File: src/hw/cfg_ident_pkg.sv
// Package with the configuration, calibration and identity constants and types
package cfg_ident_pkg;
   localparam int unsigned ADDR_W         = 24;
   localparam int unsigned DATA_W         = 24;
   localparam int unsigned CAL_W          = 6;
   localparam int unsigned OTP_WORDS      = 32;
   localparam int unsigned OTP_IDX_W      = 5;
   localparam int unsigned OTP_IDX_LSB    = 2;
   localparam logic [23:0] AMP1_CAL_ADDR  = 24'h800e48;
   localparam logic [23:0] AMP2_CAL_ADDR  = 24'h800e4c;
   localparam logic [23:0] PART_ID_ADDR   = 24'h800f00;
   localparam logic [23:0] PART_REV_ADDR  = 24'h800f04;
   localparam logic [23:0] OTP_BASE_ADDR  = 24'h800f80;
   localparam logic [23:0] OTP_LAST_ADDR  = 24'h800ffc;
   localparam logic [23:0] OTP_ERASED     = 24'hffffff;
   localparam logic [23:0] UNMAPPED_DATA  = 24'h000000;
   // Window fraction in eighths of the watchdog period
   localparam logic [3:0]  WIN_EIGHTHS_11 = 4'h2;
   localparam logic [3:0]  WIN_EIGHTHS_10 = 4'h3;
   localparam logic [3:0]  WIN_EIGHTHS_01 = 4'h4;
   localparam logic [3:0]  WIN_EIGHTHS_00 = 4'h6;
   localparam logic [2:0]  PRIO_RESERVED  = 3'h7;
   localparam logic [2:0]  PRIO_NONE      = 3'h0;

   typedef struct packed {
      logic [1:0]        watchdog_window_select;
      logic              watchdog_window_disable;
      logic              test_port_enable;
      logic [1:0]        debug_channel_select;
      logic [2:0]        alt_set1_priority;
      logic [2:0]        alt_set2_priority;
      logic [CAL_W-1:0]  amp1_cal;
      logic [CAL_W-1:0]  amp2_cal;
      logic [DATA_W-1:0] part_identifier;
      logic [DATA_W-1:0] part_revision;
   } cfg_fields_t;

   typedef struct packed {
      logic       window_mode;
      logic [3:0] window_eighths;
      logic       test_port_on;
      logic [2:0] debug_pair_onehot;
      logic       debug_select_bad;
      logic [2:0] set1_level;
      logic [2:0] set2_level;
      logic       set1_reserved;
      logic       set2_reserved;
   } cfg_decoded_t;

   typedef struct packed {
      logic              rd;
      logic              wr;
      logic [ADDR_W-1:0] addr;
      logic [DATA_W-1:0] wdata;
   } table_req_t;
endpackage

File: src/hw/device_config_and_identity.sv
// Configuration decoder with table-read access to calibration, identity and one-time words
module device_config_and_identity
   import cfg_ident_pkg::*;
(
   input  wire logic              ref_clk_i,
   input  wire logic              rst_b_i,
   input  wire cfg_fields_t       cfg_fields_i,
   input  wire table_req_t        table_req_i,
   output logic                   cfg_valid_o,
   output cfg_decoded_t           cfg_decoded_o,
   output logic [DATA_W-1:0]      rd_data_o,
   output logic                   rd_valid_o,
   output logic                   wr_ignored_o
);

   // Which word a table address names; misaligned one-time addresses name nothing
   typedef enum logic [2:0] {SEL_NONE, SEL_AMP1, SEL_AMP2, SEL_ID, SEL_REV, SEL_OTP} table_sel_t;

   logic                 sampled_reg;
   cfg_fields_t          fields_reg;
   logic [DATA_W-1:0]    otp_mem [OTP_WORDS];
   logic [OTP_WORDS-1:0] otp_done_reg;
   logic [DATA_W-1:0]    rd_next;
   logic                 in_otp;
   logic [OTP_IDX_W-1:0] otp_idx;
   logic                 otp_write;
   logic                 load_decode;
   logic                 window_mode_reg;
   logic [3:0]           window_eighths_reg;
   logic                 test_port_on_reg;
   logic [2:0]           debug_pair_reg;
   logic                 debug_bad_reg;
   logic [2:0]           set1_level_reg;
   logic                 set1_reserved_reg;
   logic [2:0]           set2_level_reg;
   logic                 set2_reserved_reg;
   table_sel_t           rd_sel;

   function automatic logic [2:0] level_of(input logic [2:0] code);
      // Code plus one, reserved code gives no level
      if (code == PRIO_RESERVED) begin
         return PRIO_NONE;
      end
      return code + 3'h1;
   endfunction

   function automatic logic [3:0] window_of(input logic [1:0] sel);
      unique case (sel)
         2'h3: return WIN_EIGHTHS_11;
         2'h2: return WIN_EIGHTHS_10;
         2'h1: return WIN_EIGHTHS_01;
         2'h0: return WIN_EIGHTHS_00;
      endcase
   endfunction

   function automatic logic [2:0] pair_of(input logic [1:0] sel);
      // One-hot pin pair, the reserved code routes nowhere
      unique case (sel)
         2'h3: return 3'h1;
         2'h2: return 3'h2;
         2'h1: return 3'h4;
         2'h0: return 3'h0;
      endcase
   endfunction

   function automatic table_sel_t select_of(input logic [ADDR_W-1:0] addr);
      if (addr == AMP1_CAL_ADDR) begin
         return SEL_AMP1;
      end
      if (addr == AMP2_CAL_ADDR) begin
         return SEL_AMP2;
      end
      if (addr == PART_ID_ADDR) begin
         return SEL_ID;
      end
      if (addr == PART_REV_ADDR) begin
         return SEL_REV;
      end
      if ((addr >= OTP_BASE_ADDR) && (addr <= OTP_LAST_ADDR) && (addr[1:0] == 2'h0)) begin
         return SEL_OTP;
      end
      return SEL_NONE;
   endfunction

   always_ff @(posedge ref_clk_i or negedge rst_b_i) begin
      if (!rst_b_i) begin
         sampled_reg <= 1'b0;
         fields_reg  <= '0;
      end else if (!sampled_reg) begin
         sampled_reg <= 1'b1;
         fields_reg  <= cfg_fields_i;
      end
   end

   // Decoded fields load once, the cycle after capture, so they hold until the next reset
   assign load_decode = sampled_reg && !cfg_valid_o;

   always_ff @(posedge ref_clk_i or negedge rst_b_i) begin
      if (!rst_b_i) begin
         cfg_valid_o <= 1'b0;
      end else if (load_decode) begin
         cfg_valid_o <= 1'b1;
      end
   end

   always_ff @(posedge ref_clk_i or negedge rst_b_i) begin
      if (!rst_b_i) begin
         window_mode_reg <= 1'b0;
      end else if (load_decode) begin
         window_mode_reg <= ~fields_reg.watchdog_window_disable;
      end
   end

   always_ff @(posedge ref_clk_i or negedge rst_b_i) begin
      if (!rst_b_i) begin
         window_eighths_reg <= 4'h0;
      end else if (load_decode) begin
         window_eighths_reg <= fields_reg.watchdog_window_disable ? 4'h0
                               : window_of(fields_reg.watchdog_window_select);
      end
   end

   always_ff @(posedge ref_clk_i or negedge rst_b_i) begin
      if (!rst_b_i) begin
         test_port_on_reg <= 1'b0;
      end else if (load_decode) begin
         test_port_on_reg <= fields_reg.test_port_enable;
      end
   end

   always_ff @(posedge ref_clk_i or negedge rst_b_i) begin
      if (!rst_b_i) begin
         debug_pair_reg <= 3'h0;
         debug_bad_reg  <= 1'b0;
      end else if (load_decode) begin
         debug_pair_reg <= pair_of(fields_reg.debug_channel_select);
         debug_bad_reg  <= (fields_reg.debug_channel_select == 2'h0);
      end
   end

   always_ff @(posedge ref_clk_i or negedge rst_b_i) begin
      if (!rst_b_i) begin
         set1_level_reg    <= 3'h0;
         set1_reserved_reg <= 1'b0;
      end else if (load_decode) begin
         set1_level_reg    <= level_of(fields_reg.alt_set1_priority);
         set1_reserved_reg <= (fields_reg.alt_set1_priority == PRIO_RESERVED);
      end
   end

   always_ff @(posedge ref_clk_i or negedge rst_b_i) begin
      if (!rst_b_i) begin
         set2_level_reg    <= 3'h0;
         set2_reserved_reg <= 1'b0;
      end else if (load_decode) begin
         set2_level_reg    <= level_of(fields_reg.alt_set2_priority);
         set2_reserved_reg <= (fields_reg.alt_set2_priority == PRIO_RESERVED);
      end
   end

   // Outputs are the decode flip-flops themselves, only regrouped
   assign cfg_decoded_o = '{
      window_mode:       window_mode_reg,
      window_eighths:    window_eighths_reg,
      test_port_on:      test_port_on_reg,
      debug_pair_onehot: debug_pair_reg,
      debug_select_bad:  debug_bad_reg,
      set1_level:        set1_level_reg,
      set2_level:        set2_level_reg,
      set1_reserved:     set1_reserved_reg,
      set2_reserved:     set2_reserved_reg
   };

   assign rd_sel    = select_of(table_req_i.addr);
   assign in_otp    = (rd_sel == SEL_OTP);
   assign otp_idx   = table_req_i.addr[OTP_IDX_LSB +: OTP_IDX_W];
   // A used word is never rewritten, and a read in the same cycle takes precedence
   assign otp_write = table_req_i.wr && !table_req_i.rd && in_otp && !otp_done_reg[otp_idx];

   always_comb begin
      rd_next = UNMAPPED_DATA;
      unique case (rd_sel)
         SEL_AMP1: rd_next = {{(DATA_W-CAL_W){1'b0}}, fields_reg.amp1_cal};
         SEL_AMP2: rd_next = {{(DATA_W-CAL_W){1'b0}}, fields_reg.amp2_cal};
         SEL_ID:   rd_next = fields_reg.part_identifier;
         SEL_REV:  rd_next = fields_reg.part_revision;
         SEL_OTP:  rd_next = otp_done_reg[otp_idx] ? otp_mem[otp_idx] : OTP_ERASED;
         SEL_NONE: rd_next = UNMAPPED_DATA;
      endcase
   end

   always_ff @(posedge ref_clk_i or negedge rst_b_i) begin
      if (!rst_b_i) begin
         rd_data_o  <= '0;
         rd_valid_o <= 1'b0;
      end else begin
         rd_valid_o <= table_req_i.rd;
         if (table_req_i.rd) begin
            rd_data_o <= rd_next;
         end
      end
   end

   // A word is programmable once; the flag is what makes it non-rewritable
   always_ff @(posedge ref_clk_i or negedge rst_b_i) begin
      if (!rst_b_i) begin
         otp_done_reg <= '0;
      end else if (otp_write) begin
         otp_done_reg[otp_idx] <= 1'b1;
      end
   end

   // Contents carry no reset: only the done flags decide what reads back
   always_ff @(posedge ref_clk_i) begin
      if (otp_write) begin
         otp_mem[otp_idx] <= table_req_i.wdata;
      end
   end

   always_ff @(posedge ref_clk_i or negedge rst_b_i) begin
      if (!rst_b_i) begin
         wr_ignored_o <= 1'b0;
      end else begin
         wr_ignored_o <= table_req_i.wr && !otp_write;
      end
   end

endmodule

File: config.mk
export PLATFORM = sky130hd
export DESIGN_NAME = device_config_and_identity
export DESIGN_NICKNAME = d
export VERILOG_FILES = /design/src/hw/cfg_ident_pkg.sv /design/src/hw/device_config_and_identity.sv
export SDC_FILE = /design/constraint.sdc
export NUM_CORES = 1
export LEC_CHECK = 0
export BUFFER_PORTS_ARGS = -buffer_cell sky130_fd_sc_hd__buf_2
export CAP_MARGIN = 0
export CORE_ASPECT_RATIO = 0.6
export CORE_UTILIZATION = 61
export CTS_CLUSTER_SIZE = 8
export DETAILED_ROUTE_END_ITERATION = 8
export PLACE_DENSITY_LB_ADDON = 0.12
export SLEW_MARGIN = 15
export SYNTH_ARGS = -nofsm -noshare
export SYNTH_HDL_FRONTEND = slang
export SYNTH_SLANG_ARGS = --single-unit
File: constraint.sdc
create_clock -name ref_clk_i -period 3.9 [get_ports ref_clk_i]
set_clock_uncertainty 0.1 [all_clocks]
set_input_delay 0.195 -clock ref_clk_i [delete_from_list [all_inputs] [get_ports ref_clk_i]]
set_output_delay 0.195 -clock ref_clk_i [all_outputs]
set_load 0.005 [all_outputs]
# Word-level counts from Yosys, hierarchy flattened
# Memory sizes are Yosys's and may differ from the RTL's.
# Index checks and enable logic that the tools add are counted.
# op_classes
add_sub_neg,2
n_bitwise,2
n_lt_le_gt_ge,4
mux,44
reduce_logical,16
n_eq_ne,17
# op_table
op,count
one-hot mux 24 bit (6 select lines),1
"equality test 24 bit, second input constant",4
two-way mux 3 bit,14
OR 32 bit,1
">= comparator 24 bit, second input constant",1
"less-or-equal comparator 24 bit, second input constant",1
two-way mux 24 bit,1
two-way mux 1 bit,23
one-hot mux 4 bit (4 select lines),1
"equality test 3 bit, second input constant",4
one-hot mux 3 bit (4 select lines),1
"equality test 2 bit, second input constant",4
logical AND 1 bit,8
"adder 3 x 1 -> 3 bit, second input constant",2
"equality test 3 x 2 -> 1 bit, second input constant",2
logical NOT 2 bit,3
"< comparator 5 x 6 -> 1 bit, second input constant",1
binary-select mux 1 bit (select 5 bit),1
demux 1 bit (select 5 bit),1
">= comparator 5 x 1 -> 1 bit, second input constant",1
"equality test 2 x 1 -> 1 bit, second input constant",2
logical NOT 1 bit,4
two-way mux 4 bit,1
"equality test 3 x 1 -> 1 bit, second input constant",1
other kinds (2),2
# totals
in_bits,124
ram_bits,768
regBits,150
out_inout_bits,45
memories,1
wordCells,111
# mem_list
memory,depth,width,rd,rd_ports_with_merged_regs,write_ports,line_no,rtl
otp_mem,32,24,1,0,1,device_config_and_identity.sv:21,logic [DATA_W-1:0] otp_mem [OTP_WORDS];

# Longest topological paths before layout
# Gate-level depths: netlist of run 1.
# logic_depth
ltp_word,22
ltp_mapped,11
depth_no_buf,6

# Worst setup path after synthesis of run 1
# Ideal clock, no wire load.
# synth_path
path_kind,input-to-reg
startpoint,input table_req_i[28] (netlist name)
endpoint,"memory otp_mem[23][0], enable pin"
required_time_ps,3395
path_stages,11
setup_slack_ps,356
arrival_time_ps,3039
path_cell_list,buf_2 -> or4b_2 -> clkbuf_1 -> o22ai_1 -> nor4_1 -> nand2_1 -> buf_2 -> or4_1 -> buf_2 -> buf_6 -> nor2_1
# synth_between
elab_chain_len,18
# synth_lines
element,line_no,rtl
"start, declared",device_config_and_identity.sv:8,"input wire table_req_t table_req_i,"
>= comparator 24 bit / less-or-equal comparator 24 bit (equally long branches),device_config_and_identity.sv:79,if ((addr >= OTP_BASE_ADDR) && (addr <= OTP_LAST_ADDR) && (addr[1:0] == 2'h0)) begin
logical AND 1 bit (2 in series),device_config_and_identity.sv:79,
two-way mux 1 bit (2 in series),device_config_and_identity.sv:79,
two-way mux 1 bit,device_config_and_identity.sv:76,if (addr == PART_REV_ADDR) begin
two-way mux 1 bit,device_config_and_identity.sv:73,if (addr == PART_ID_ADDR) begin
two-way mux 1 bit,device_config_and_identity.sv:70,if (addr == AMP2_CAL_ADDR) begin
two-way mux 3 bit,device_config_and_identity.sv:82,return SEL_NONE;
two-way mux 3 bit,device_config_and_identity.sv:79,
two-way mux 3 bit,device_config_and_identity.sv:76,
two-way mux 3 bit,device_config_and_identity.sv:73,
two-way mux 3 bit,device_config_and_identity.sv:70,
equality test 3 bit,device_config_and_identity.sv:175,assign in_otp = (rd_sel == SEL_OTP);
logical AND 1 bit (2 in series),device_config_and_identity.sv:178,assign otp_write = table_req_i.wr && !table_req_i.rd && in_otp && !otp_done_reg[otp_idx];
two-way mux 1 bit,device_config_and_identity.sv:215,if (otp_write) begin
two-way mux 1 bit (implied by the code),device_config_and_identity.sv:216,otp_mem[otp_idx] <= table_req_i.wdata;
"end, declared",device_config_and_identity.sv:21,
# Parallel ways exist; a longest one is shown, timed or not. The select of a mux whose other input is x is not followed.

# Worst setup path after layout of run 1
# layout_path
startpoint,input table_req_i[27] (netlist name)
endpoint,"memory otp_mem[17][12], enable pin"
# Same word-level chain as after synthesis.

==> results of run 1 <==
==> worst register-to-register path: stages, from the launching register on <==
cell and delay [ns]:
dfrtp_1 0.38, mux2i_1 0.14, o22ai_1 0.11, nor4_1 0.39
nand2_1 0.24, or4_1 0.97, buf_4 0.36, nor2_4 0.09
buf_4 0.33
==> cell type report <==
class | count | area (um^2)
Sequential cell | 917 | 26800
Fill cell | 3434 | 15100
Multi-Input combinational cell | 1057 | 8820
Clock buffer | 163 | 3460
Timing Repair Buffer | 354 | 2740
Tap cell | 770 | 963
Clock inverter | 12 | 135
Inverter | 12 | 45.0
Antenna cell | 2 | 5.00
==> report_power, final <==
part / switching, mW / total, mW / leakage (nW) / internal (mW)
combinational: 0.606 / 1.01 / 5.37 / 0.407
clock: 3.99 / 10.1 / 1.75 / 6.16
sequential: 0.0634 / 10.8 / 8.78 / 10.7
==> cell families after synthesis <==
family,after synthesis
other,2
buffers and inverters,162
DFF,917
adders and majority gates,4
and+or+nand+nor,245
AOI/OAI and AO/OA,328
muxes,478
==> synthesized netlist by cell type (5+ instances only) <==
cell type  instances
o21ai_0           15
or4_1              5
clkbuf_1          74
inv_1             12
a21oi_1           18
o21bai_1          37
buf_6              9
nor3_1            26
buf_4             11
a2111oi_0          6
nand3b_1           6
nand2_1           15
buf_2             54
o21ai_1           14
a22o_1            19
o31ai_1            5
nand3_1           28
and3_1            27
nor4_1            52
o22ai_1          206
mux2_2            78
mux2i_1          400
nor2_1            35
nor2b_1           19
a221oi_1           6
edfxtp_1         768
dfrtp_1          149
==> path summary, 6_finish.rpt <==
path                                    endpoint  slack [ns]  cells after the start
max in group asynchronous         fields_reg[34]        2.61                      3
worst max-delay path             otp_mem[17][12]        0.36                     10
min in group ref_clk_i            otp_mem[17][7]        0.05                      1
worst min register to register  otp_done_reg[30]        0.37                      1
worst min-delay path              fields_reg[61]        0.03                      2
worst max register to register   otp_mem[17][12]        0.44                      8
==> per-layer routing <==
layer | wire length, um | global-route usage (%) | vias to the layer above
met5 | 68 | 0 | -
met4 | 2950 | 10.5 | 10
met3 | 12000 | 10.6 | 226
met2 | 45200 | 50.7 | 1402
met1 | 41600 | 49.9 | 11100
li1 | - | - | 9146
==> cell usage in the layout (no fill, tap or decap), types with 7 or more instances in the layout <==
cell type	synthesis	final
mux2_2	78	78
inv_6	0	7
nor4_1	52	52
dlygate4sd3_1	0	102
edfxtp_1	768	768
nor2b_1	19	19
o21ai_1	14	14
and3_1	27	27
o22ai_1	206	206
nor2_4	0	32
clkbuf_1	74	29
a21oi_1	18	18
mux2i_1	400	400
clkbuf_16	0	134
buf_4	11	67
o21ai_0	15	15
nand2_1	15	15
buf_12	0	18
nor3_1	26	26
buf_2	54	165
o21bai_1	37	37
dfrtp_1	149	148
nand3_1	28	28
a22o_1	19	19
inv_1	12	12
==> flow_metrics.tcl, run 1 <==
set metrics [dict create \
    status "complete, no violations" \
    ys_top_cells_by_area "edfxtp_1, mux2i_1, dfrtp_1, o22ai_1, mux2_2" \
    dpl_cell_area_um2 38300 \
    total_power_mw 22.0 \
    synth_simple_gate_area_share_pct 4.12 \
    worst_slack_ns 0.362 \
    area_delta_synth_final_pct 18.9 \
    cts_root_buffer "clkbuf_16" \
    dp_hpwl_um 58500 \
    ys.flop_type "edfxtp_1" \
    drive_gt1_share_pct 21.0 \
    dr.first_iter.drc_count 3138 \
    cp-startpoint "table_req_i[27]" \
    yosysSeqAreaShare_pct 74.1 \
    synth_mux_area_share_pct 13.5 \
    clock_path_buffers 3 \
    hp-class "in2async" \
    io_buffers 167 \
    setup_violations 0 \
    crit_type "in2reg" \
    grt_pass1_wl_um 147000 \
    pin_count 169 \
    die-height_um 191 \
    antenna_left 0 \
    relSlewSlack_pct 18.1 \
    rsz0062_at_grt "false" \
    synth_edf_count 768 \
    synth_compound_area_share_pct 5.90 \
    finalCritPeriodShare_pct 90.7 \
    firstDrtPassIters 5 \
    final_util_pct 74.0 \
    crit_slowest_cell "or4_1" \
    avgSynthCellArea_um2 16.9 \
    grt_overflow 0 \
    h-tree-depth 4 \
    cts_buffers 132 \
    track_usage_pct 34.5 \
    yosys.area.top_type "edfxtp_1" \
    cts.reportedPaths.clkPinSlew_ns 0.05 \
    grt_pass1_vias 21700 \
    post-route-drc-count 0 \
    final_area_um2 43000 \
    via_count 21900 \
    vias_per_cell 6.66 \
    drv_cap 0 \
    synth_nets 2264 \
    cts_resized 0 \
    synth_top_area_share_pct 63.8 \
    synth_cells 2136 \
    max_stage_delay_ns 0.97 \
    place_inst 3008 \
    dp_slack_ns 0.262 \
    cts_setup_buffers 0 \
    hold_viol 0 \
    path_delay_family "simple AND/OR/NAND/NOR gates" \
    cp.arrival_ns 3.78 \
    hold_ws_ns 0.0307 \
    finalCriticalPeriod_ns 3.54 \
    synthAdderAreaFrac_pct 0.139 \
    path_cells "dlygate4sd3_1, buf_8, mux2i_1, o22ai_1, nor4_1, nand2_1, or4_1, buf_4, nor2_4, buf_4" \
    routabilityCongestion 0.856 \
    ctsHoldBuffers 102 \
    timing.fmax_ghz 0.283 \
    antenna_found_initial 15 \
    ir_worst_vdd_v 0.000483 \
    initial_core_util_pct 62.3 \
    crit_path_frequent_cell "buf_4" \
    syn_area_um2 36100 \
    wl_per_cell_um 31.0 \
    cts_tree "done" \
    worstSetupEndpointType "flip-flop" \
    largest_register_ffs 768 \
    synth_top_family_by_area "multiplexers" \
    timing_worst_slew_pin_value_ns 1.22 \
    clk_latency_ns 0.70 \
    drv_slew 0 \
    final_cells 3287 \
    reg2reg_from "otp_done_reg[5]" \
    wl_um 102000 \
    core_area_um2 58000 \
    cts.sink_count 917 \
    grt_max_degree 103 \
    rows 68 \
    async_reset_ff_share_pct 16.2 \
    synth_xor_area_share_pct 0 \
    die-area_um2 60200 \
    worst-path-max-fanout 28 \
    final_nets 2602 \
    finalSetupTns_ns 0 \
    critPathBufInv 4 \
    dieWidth_um 316 \
    ys_warn_count 0 \
    powerDensity_nw_per_um2 511 \
    critPathRequiredTime_ns 4.14 \
    ys_types 51 \
    leakage_nw 15.9 \
    synth-seq-cells 917 \
    crit_path_start_kind "input pin" \
]
No activity file was read; power rests on OpenSTA's default activity.
==> run 2, diff against run 1 <==
Settings changed: CELL_PAD_IN_SITES_DETAIL_PLACEMENT set to 1, CELL_PAD_IN_SITES_GLOBAL_PLACEMENT set to 1, CORE_UTILIZATION 61 to 53.
==> run 2 against run 1 <==
  * Wire length is 10% higher
  * Cell count is 4.2% higher
  * Largest power group unchanged
  * Total power is 1.0% higher
==> flow_metrics.tcl, run 2 (synthesis results as in run 1) <==
set metrics [dict create \
    status "complete, no violations" \
    reg2reg_slack_ns 0.35 \
    die-height_um 204 \
    rows 73 \
    r2r-end "otp_mem[22][22]" \
    finalCritPeriodShare_pct 91.1 \
    drv_cap 0 \
    final_common_cell "edfxtp_1" \
    ir_worst_vdd_v 0.000535 \
    grt_max_degree 96 \
    hold_end "otp_done_reg[25]" \
    drv_slew 0 \
    clk_latency_ns 0.70 \
    grt_pass1_wl_um 162000 \
    h-tree-depth 4 \
    powerDensity_nw_per_um2 513 \
    cp-startpoint "otp_done_reg[16]" \
    dp_hpwl_um 64800 \
    track_usage_pct 32.8 \
    grt_overflow 0 \
    leakage_nw 16.0 \
    critPathRequiredTime_ns 4.12 \
    wl_um 112000 \
    via_count 22100 \
    dp_slack_ns 0.149 \
    hold_viol 0 \
    place_inst 3151 \
    clock_path_buffers 3 \
    cp.arrival_ns 3.77 \
    seq_area_um2 26800 \
    largest_register_ffs 768 \
    hold_depth 4 \
    routabilityCongestion 0.828 \
    grt_pass1_vias 23200 \
    drive_gt1_share_pct 21.5 \
    core_area_um2 66800 \
    initial_core_util_pct 54.1 \
    cts_resized 0 \
    r2r_cells 7 \
    cts.reportedPaths.clkPinSlew_ns 0.06 \
    vias_per_cell 6.45 \
    dpl_cell_area_um2 38600 \
    worst-path-max-fanout 24 \
    worst_slack_ns 0.346 \
    relSlewSlack_pct 24.0 \
    final_cells 3426 \
    fill_cells 5771 \
    pin_count 169 \
    crit_path_start_kind "flip-flop" \
    final_area_um2 43300 \
    reg2reg_from "otp_done_reg[16]" \
    timing.fmax_ghz 0.281 \
    rsz0062_at_grt "false" \
    wl_per_cell_um 32.7 \
    cts_tree "done" \
    setup_violations 0 \
    finalCriticalPeriod_ns 3.55 \
    worstSetupEndpointType "flip-flop" \
    area_delta_synth_final_pct 19.8 \
    post-route-drc-count 0 \
    cts_setup_buffers 0 \
    antenna_found_initial 6 \
    cts_root_buffer "clkbuf_16" \
    hp-class "in2reg" \
    final_nets 2618 \
    multi_input_area_um2 8820 \
    hold_start "table_req_i[30]" \
    cts_buffers 132 \
    die-area_um2 69300 \
    mostFrequentLayoutCells "edfxtp_1, mux2i_1, o22ai_1, buf_2, dfrtp_1" \
    timing_worst_slew_pin_value_ns 1.14 \
    dieWidth_um 339 \
    finalSetupTns_ns 0 \
    io_buffers 167 \
    crit_type "reg2reg" \
    cts.sink_count 917 \
    dr.first_iter.drc_count 2267 \
    antenna_left 0 \
    firstDrtPassIters 5 \
]
==> run 2: final cells by class <==
type                    count  area share, %
diodes                      1        0.00578
clock buffers             158           8.11
clock inverters            11          0.283
inverters                  12          0.104
multi-input cells        1057           20.4
flip-flops and latches    917           61.9
well taps                 900           2.60
repair buffers            370           6.60
==> run 2: power by group <==
group / switching (mW) / total [mW] / internal [mW]
clock network: 4.09 / 10.3 / 6.25
registers: 0.0606 / 10.8 / 10.7
logic: 0.636 / 1.05 / 0.418
==> run 2: worst max-delay path by stage <==
stage                      endpoint  cells after the start  slack (ns)
finish              otp_mem[22][22]                      7        0.35
floorplan            otp_mem[23][0]                     11        0.36
global route        otp_mem[30][10]                      8        0.23
global placement     otp_mem[30][7]                      9        0.24
CTS                 otp_mem[30][10]                      8        0.45
detailed placement  otp_mem[30][10]                      9        0.15
==> run 2: repair_timing <==
action	CTS	global route
hold buffers	105	0
hold endpoints to repair	977	0
setup endpoints to repair	0	0
==> run 2: metal layers <==
layer / track usage (%) / vias to the layer above / share of wire [%]
met5: 0 / - / 0.029
met4: 10.6 / 4 / 2.7
met3: 7.71 / 180 / 9.6
met2: 50.3 / 1096 / 46
met1: 46.8 / 11600 / 42
li1: - / 9185 / -
==> run 2: per-stage QoR <==
stage                     power [mW]  hold slack (ns)  utilization, %
after global placement          11.9           0.0821            57.8
final                           22.2            0.151            64.8
after floorplan                 11.5           -0.201               -
after CTS                       22.3           0.0986            64.8
after global routing            22.7            0.152            64.8
after detailed placement        11.9            0.103            57.8
==> run 2: worst max-delay path, cell delays in order (launching register included) <==
cell     delay, ns
dfrtp_1       0.38
mux2i_1       0.18
o22ai_1       0.10
nor4_1        0.50
nand2_1       0.29
or4_1         0.91
nor2_4        0.18
buf_4         0.51
==> run 3, diff against run 2 <==
Settings changed: REMOVE_ABC_BUFFERS set to 1.
==> run 3 against run 2 <==
  * Cell count down 0.73%
  * Flip-flop and latch count is the same
  * Via count fell by 1.5%
  * Critical path depth up 1
  * Critical endpoint is now otp_mem[20][18]
  * First-iteration DRC count rose by 1.2%
  * Utilization decreased by 0.26 points
  * Clock-buffer cell count increased by 1
  * Total power hardly changed
  * Design area shrank 0.40%
  * Clock power about the same
  * Die area stayed put
==> flow_metrics.tcl, run 3 (synthesis results as in run 1) <==
set metrics [dict create \
    io_buffers 167 \
    track_usage_pct 32.1 \
    wl_um 110000 \
    rows 73 \
    timing_worst_slew_pin_value_ns 1.11 \
    hold_ws_ns 0.0137 \
    grt_max_degree 110 \
    initial_core_util_pct 54.1 \
    drv_cap 0 \
    ir_worst_vdd_v 0.000534 \
    dp_hpwl_um 66400 \
    crit_type "reg2reg" \
    largest_register_ffs 768 \
    antenna_found_initial 1 \
    finalCriticalPeriod_ns 3.22 \
    drive_gt1_share_pct 21.2 \
    cts_buffers 132 \
    cts_tree "done" \
    via_count 21800 \
    worst-path-max-fanout 15 \
    mostFrequentLayoutCells "edfxtp_1, mux2i_1, o22ai_1, buf_2, dfrtp_1" \
    timing.fmax_ghz 0.311 \
    clk_latency_ns 0.69 \
    clock_path_buffers 3 \
    cp.arrival_ns 3.50 \
    antenna_left 0 \
    dieWidth_um 339 \
    final_common_cell "edfxtp_1" \
    relSlewSlack_pct 25.8 \
    total_power_mw 22.2 \
    wl_per_cell_um 32.3 \
    cts.reportedPaths.clkPinSlew_ns 0.06 \
    hold_viol 0 \
    drv_slew 0 \
    dp_slack_ns 0.422 \
    worst_slack_ns 0.680 \
    finalCritPeriodShare_pct 82.6 \
    grt_pass1_vias 23300 \
    finalSetupTns_ns 0 \
    hp-class "in2reg" \
    critPathRequiredTime_ns 4.18 \
    pin_count 169 \
    cts_root_buffer "clkbuf_16" \
    final_nets 2592 \
    grt_overflow 0 \
    place_inst 3137 \
    post-route-drc-count 0 \
    crit_slowest_cell "or4_1" \
    dr.first_iter.drc_count 2294 \
    vias_per_cell 6.40 \
    worstSetupEndpointType "flip-flop" \
    firstDrtPassIters 5 \
    rsz0062_at_grt "false" \
    die-area_um2 69300 \
    crit_path_start_kind "flip-flop" \
    path_cells "mux2i_1, o22ai_1, nor4_1, nand2_1, or4_1, buf_4, nor2_4, buf_12" \
    area_delta_synth_final_pct 19.3 \
    core_area_um2 66800 \
    grt_pass1_wl_um 160000 \
    h-tree-depth 4 \
    leakage_nw 15.9 \
    status "complete, no violations" \
    routabilityCongestion 0.842 \
    final_cells 3401 \
    setup_violations 0 \
    cts.sink_count 917 \
    powerDensity_nw_per_um2 515 \
    die-height_um 204 \
    max_stage_delay_ns 0.60 \
]
-- run 3: changes by cell type in the layout (fill, tap and decap cells not counted), sizes merged --
| cell | previous run | this run |
|---|---|---|
| buf | 266 | 251 |
| clkbuf | 158 | 159 |
| dlygate4sd3 | 104 | 93 |
-- run 3: metrics by stage --
| stage | utilization [%] | area (um^2) |
|---|---|---|
| 2_1_floorplan | - | 35400 |
| 3_3_place_gp | 57.7 | 38500 |
| 3_5_place_dp | 57.7 | 38500 |
| 4_1_cts | 64.5 | 43100 |
| 5_1_grt | 64.5 | 43100 |
| 6_report | 64.5 | 43100 |
-- run 3: final timing paths --
check                      slack, ns  depth (start not counted)           endpoint        startpoint
max reg2reg                     0.68                          8    otp_mem[20][18]  otp_done_reg[22]
max                             0.68                          8    otp_mem[20][18]  otp_done_reg[22]
max in group asynchronous       2.75                          3     fields_reg[22]           rst_b_i
min reg2reg                     0.38                          1   otp_done_reg[30]  otp_done_reg[30]
min in group asynchronous       0.02                          2  set1_level_reg[0]           rst_b_i
min                             0.01                          1    otp_mem[23][22]   table_req_i[22]
-- run 3: cell type report --
type / instances / area (um^2)
Sequential cell: 917 / 26800
Fill cell: 5744 / 23700
Multi-Input combinational cell: 1057 / 8820
Clock buffer: 159 / 3510
Timing Repair Buffer: 344 / 2680
Tap cell: 900 / 1130
Clock inverter: 11 / 123
Inverter: 12 / 45.0
Antenna cell: 1 / 2.50
-- run 3: routing by layer --
layer | vias up | share of wire (%) | GRT usage, %
met3 | 158 | 7.2 | 5.20
met2 | 989 | 48 | 51.2
met1 | 11500 | 43 | 45.8
met4 | 0 | 2.4 | 9.87
li1 | 9126 | - | -
met5 | - | 0 | 0
-- run 3: report_power, final --
group | total (mW) | switching (mW) | internal [mW]
logic | 1.06 | 0.654 | 0.405
registers | 10.8 | 0.0608 | 10.7
clock network | 10.3 | 4.09 | 6.25
-- run 3: repair_timing --
action	CTS	global route
hold endpoints to repair	544	0
resized for setup	0	0
hold buffers	93	0
buffers inserted	0	0
-- run 3: worst max-delay path: cells and delay by family, from the launching register on --
family | cells | cell delay, ns
buffers and inverters | 2 | 0.51
AOI/OAI and AO/OA | 1 | 0.12
muxes | 1 | 0.21
DFF | 1 | 0.38
and+or+nand+nor | 4 | 1.59
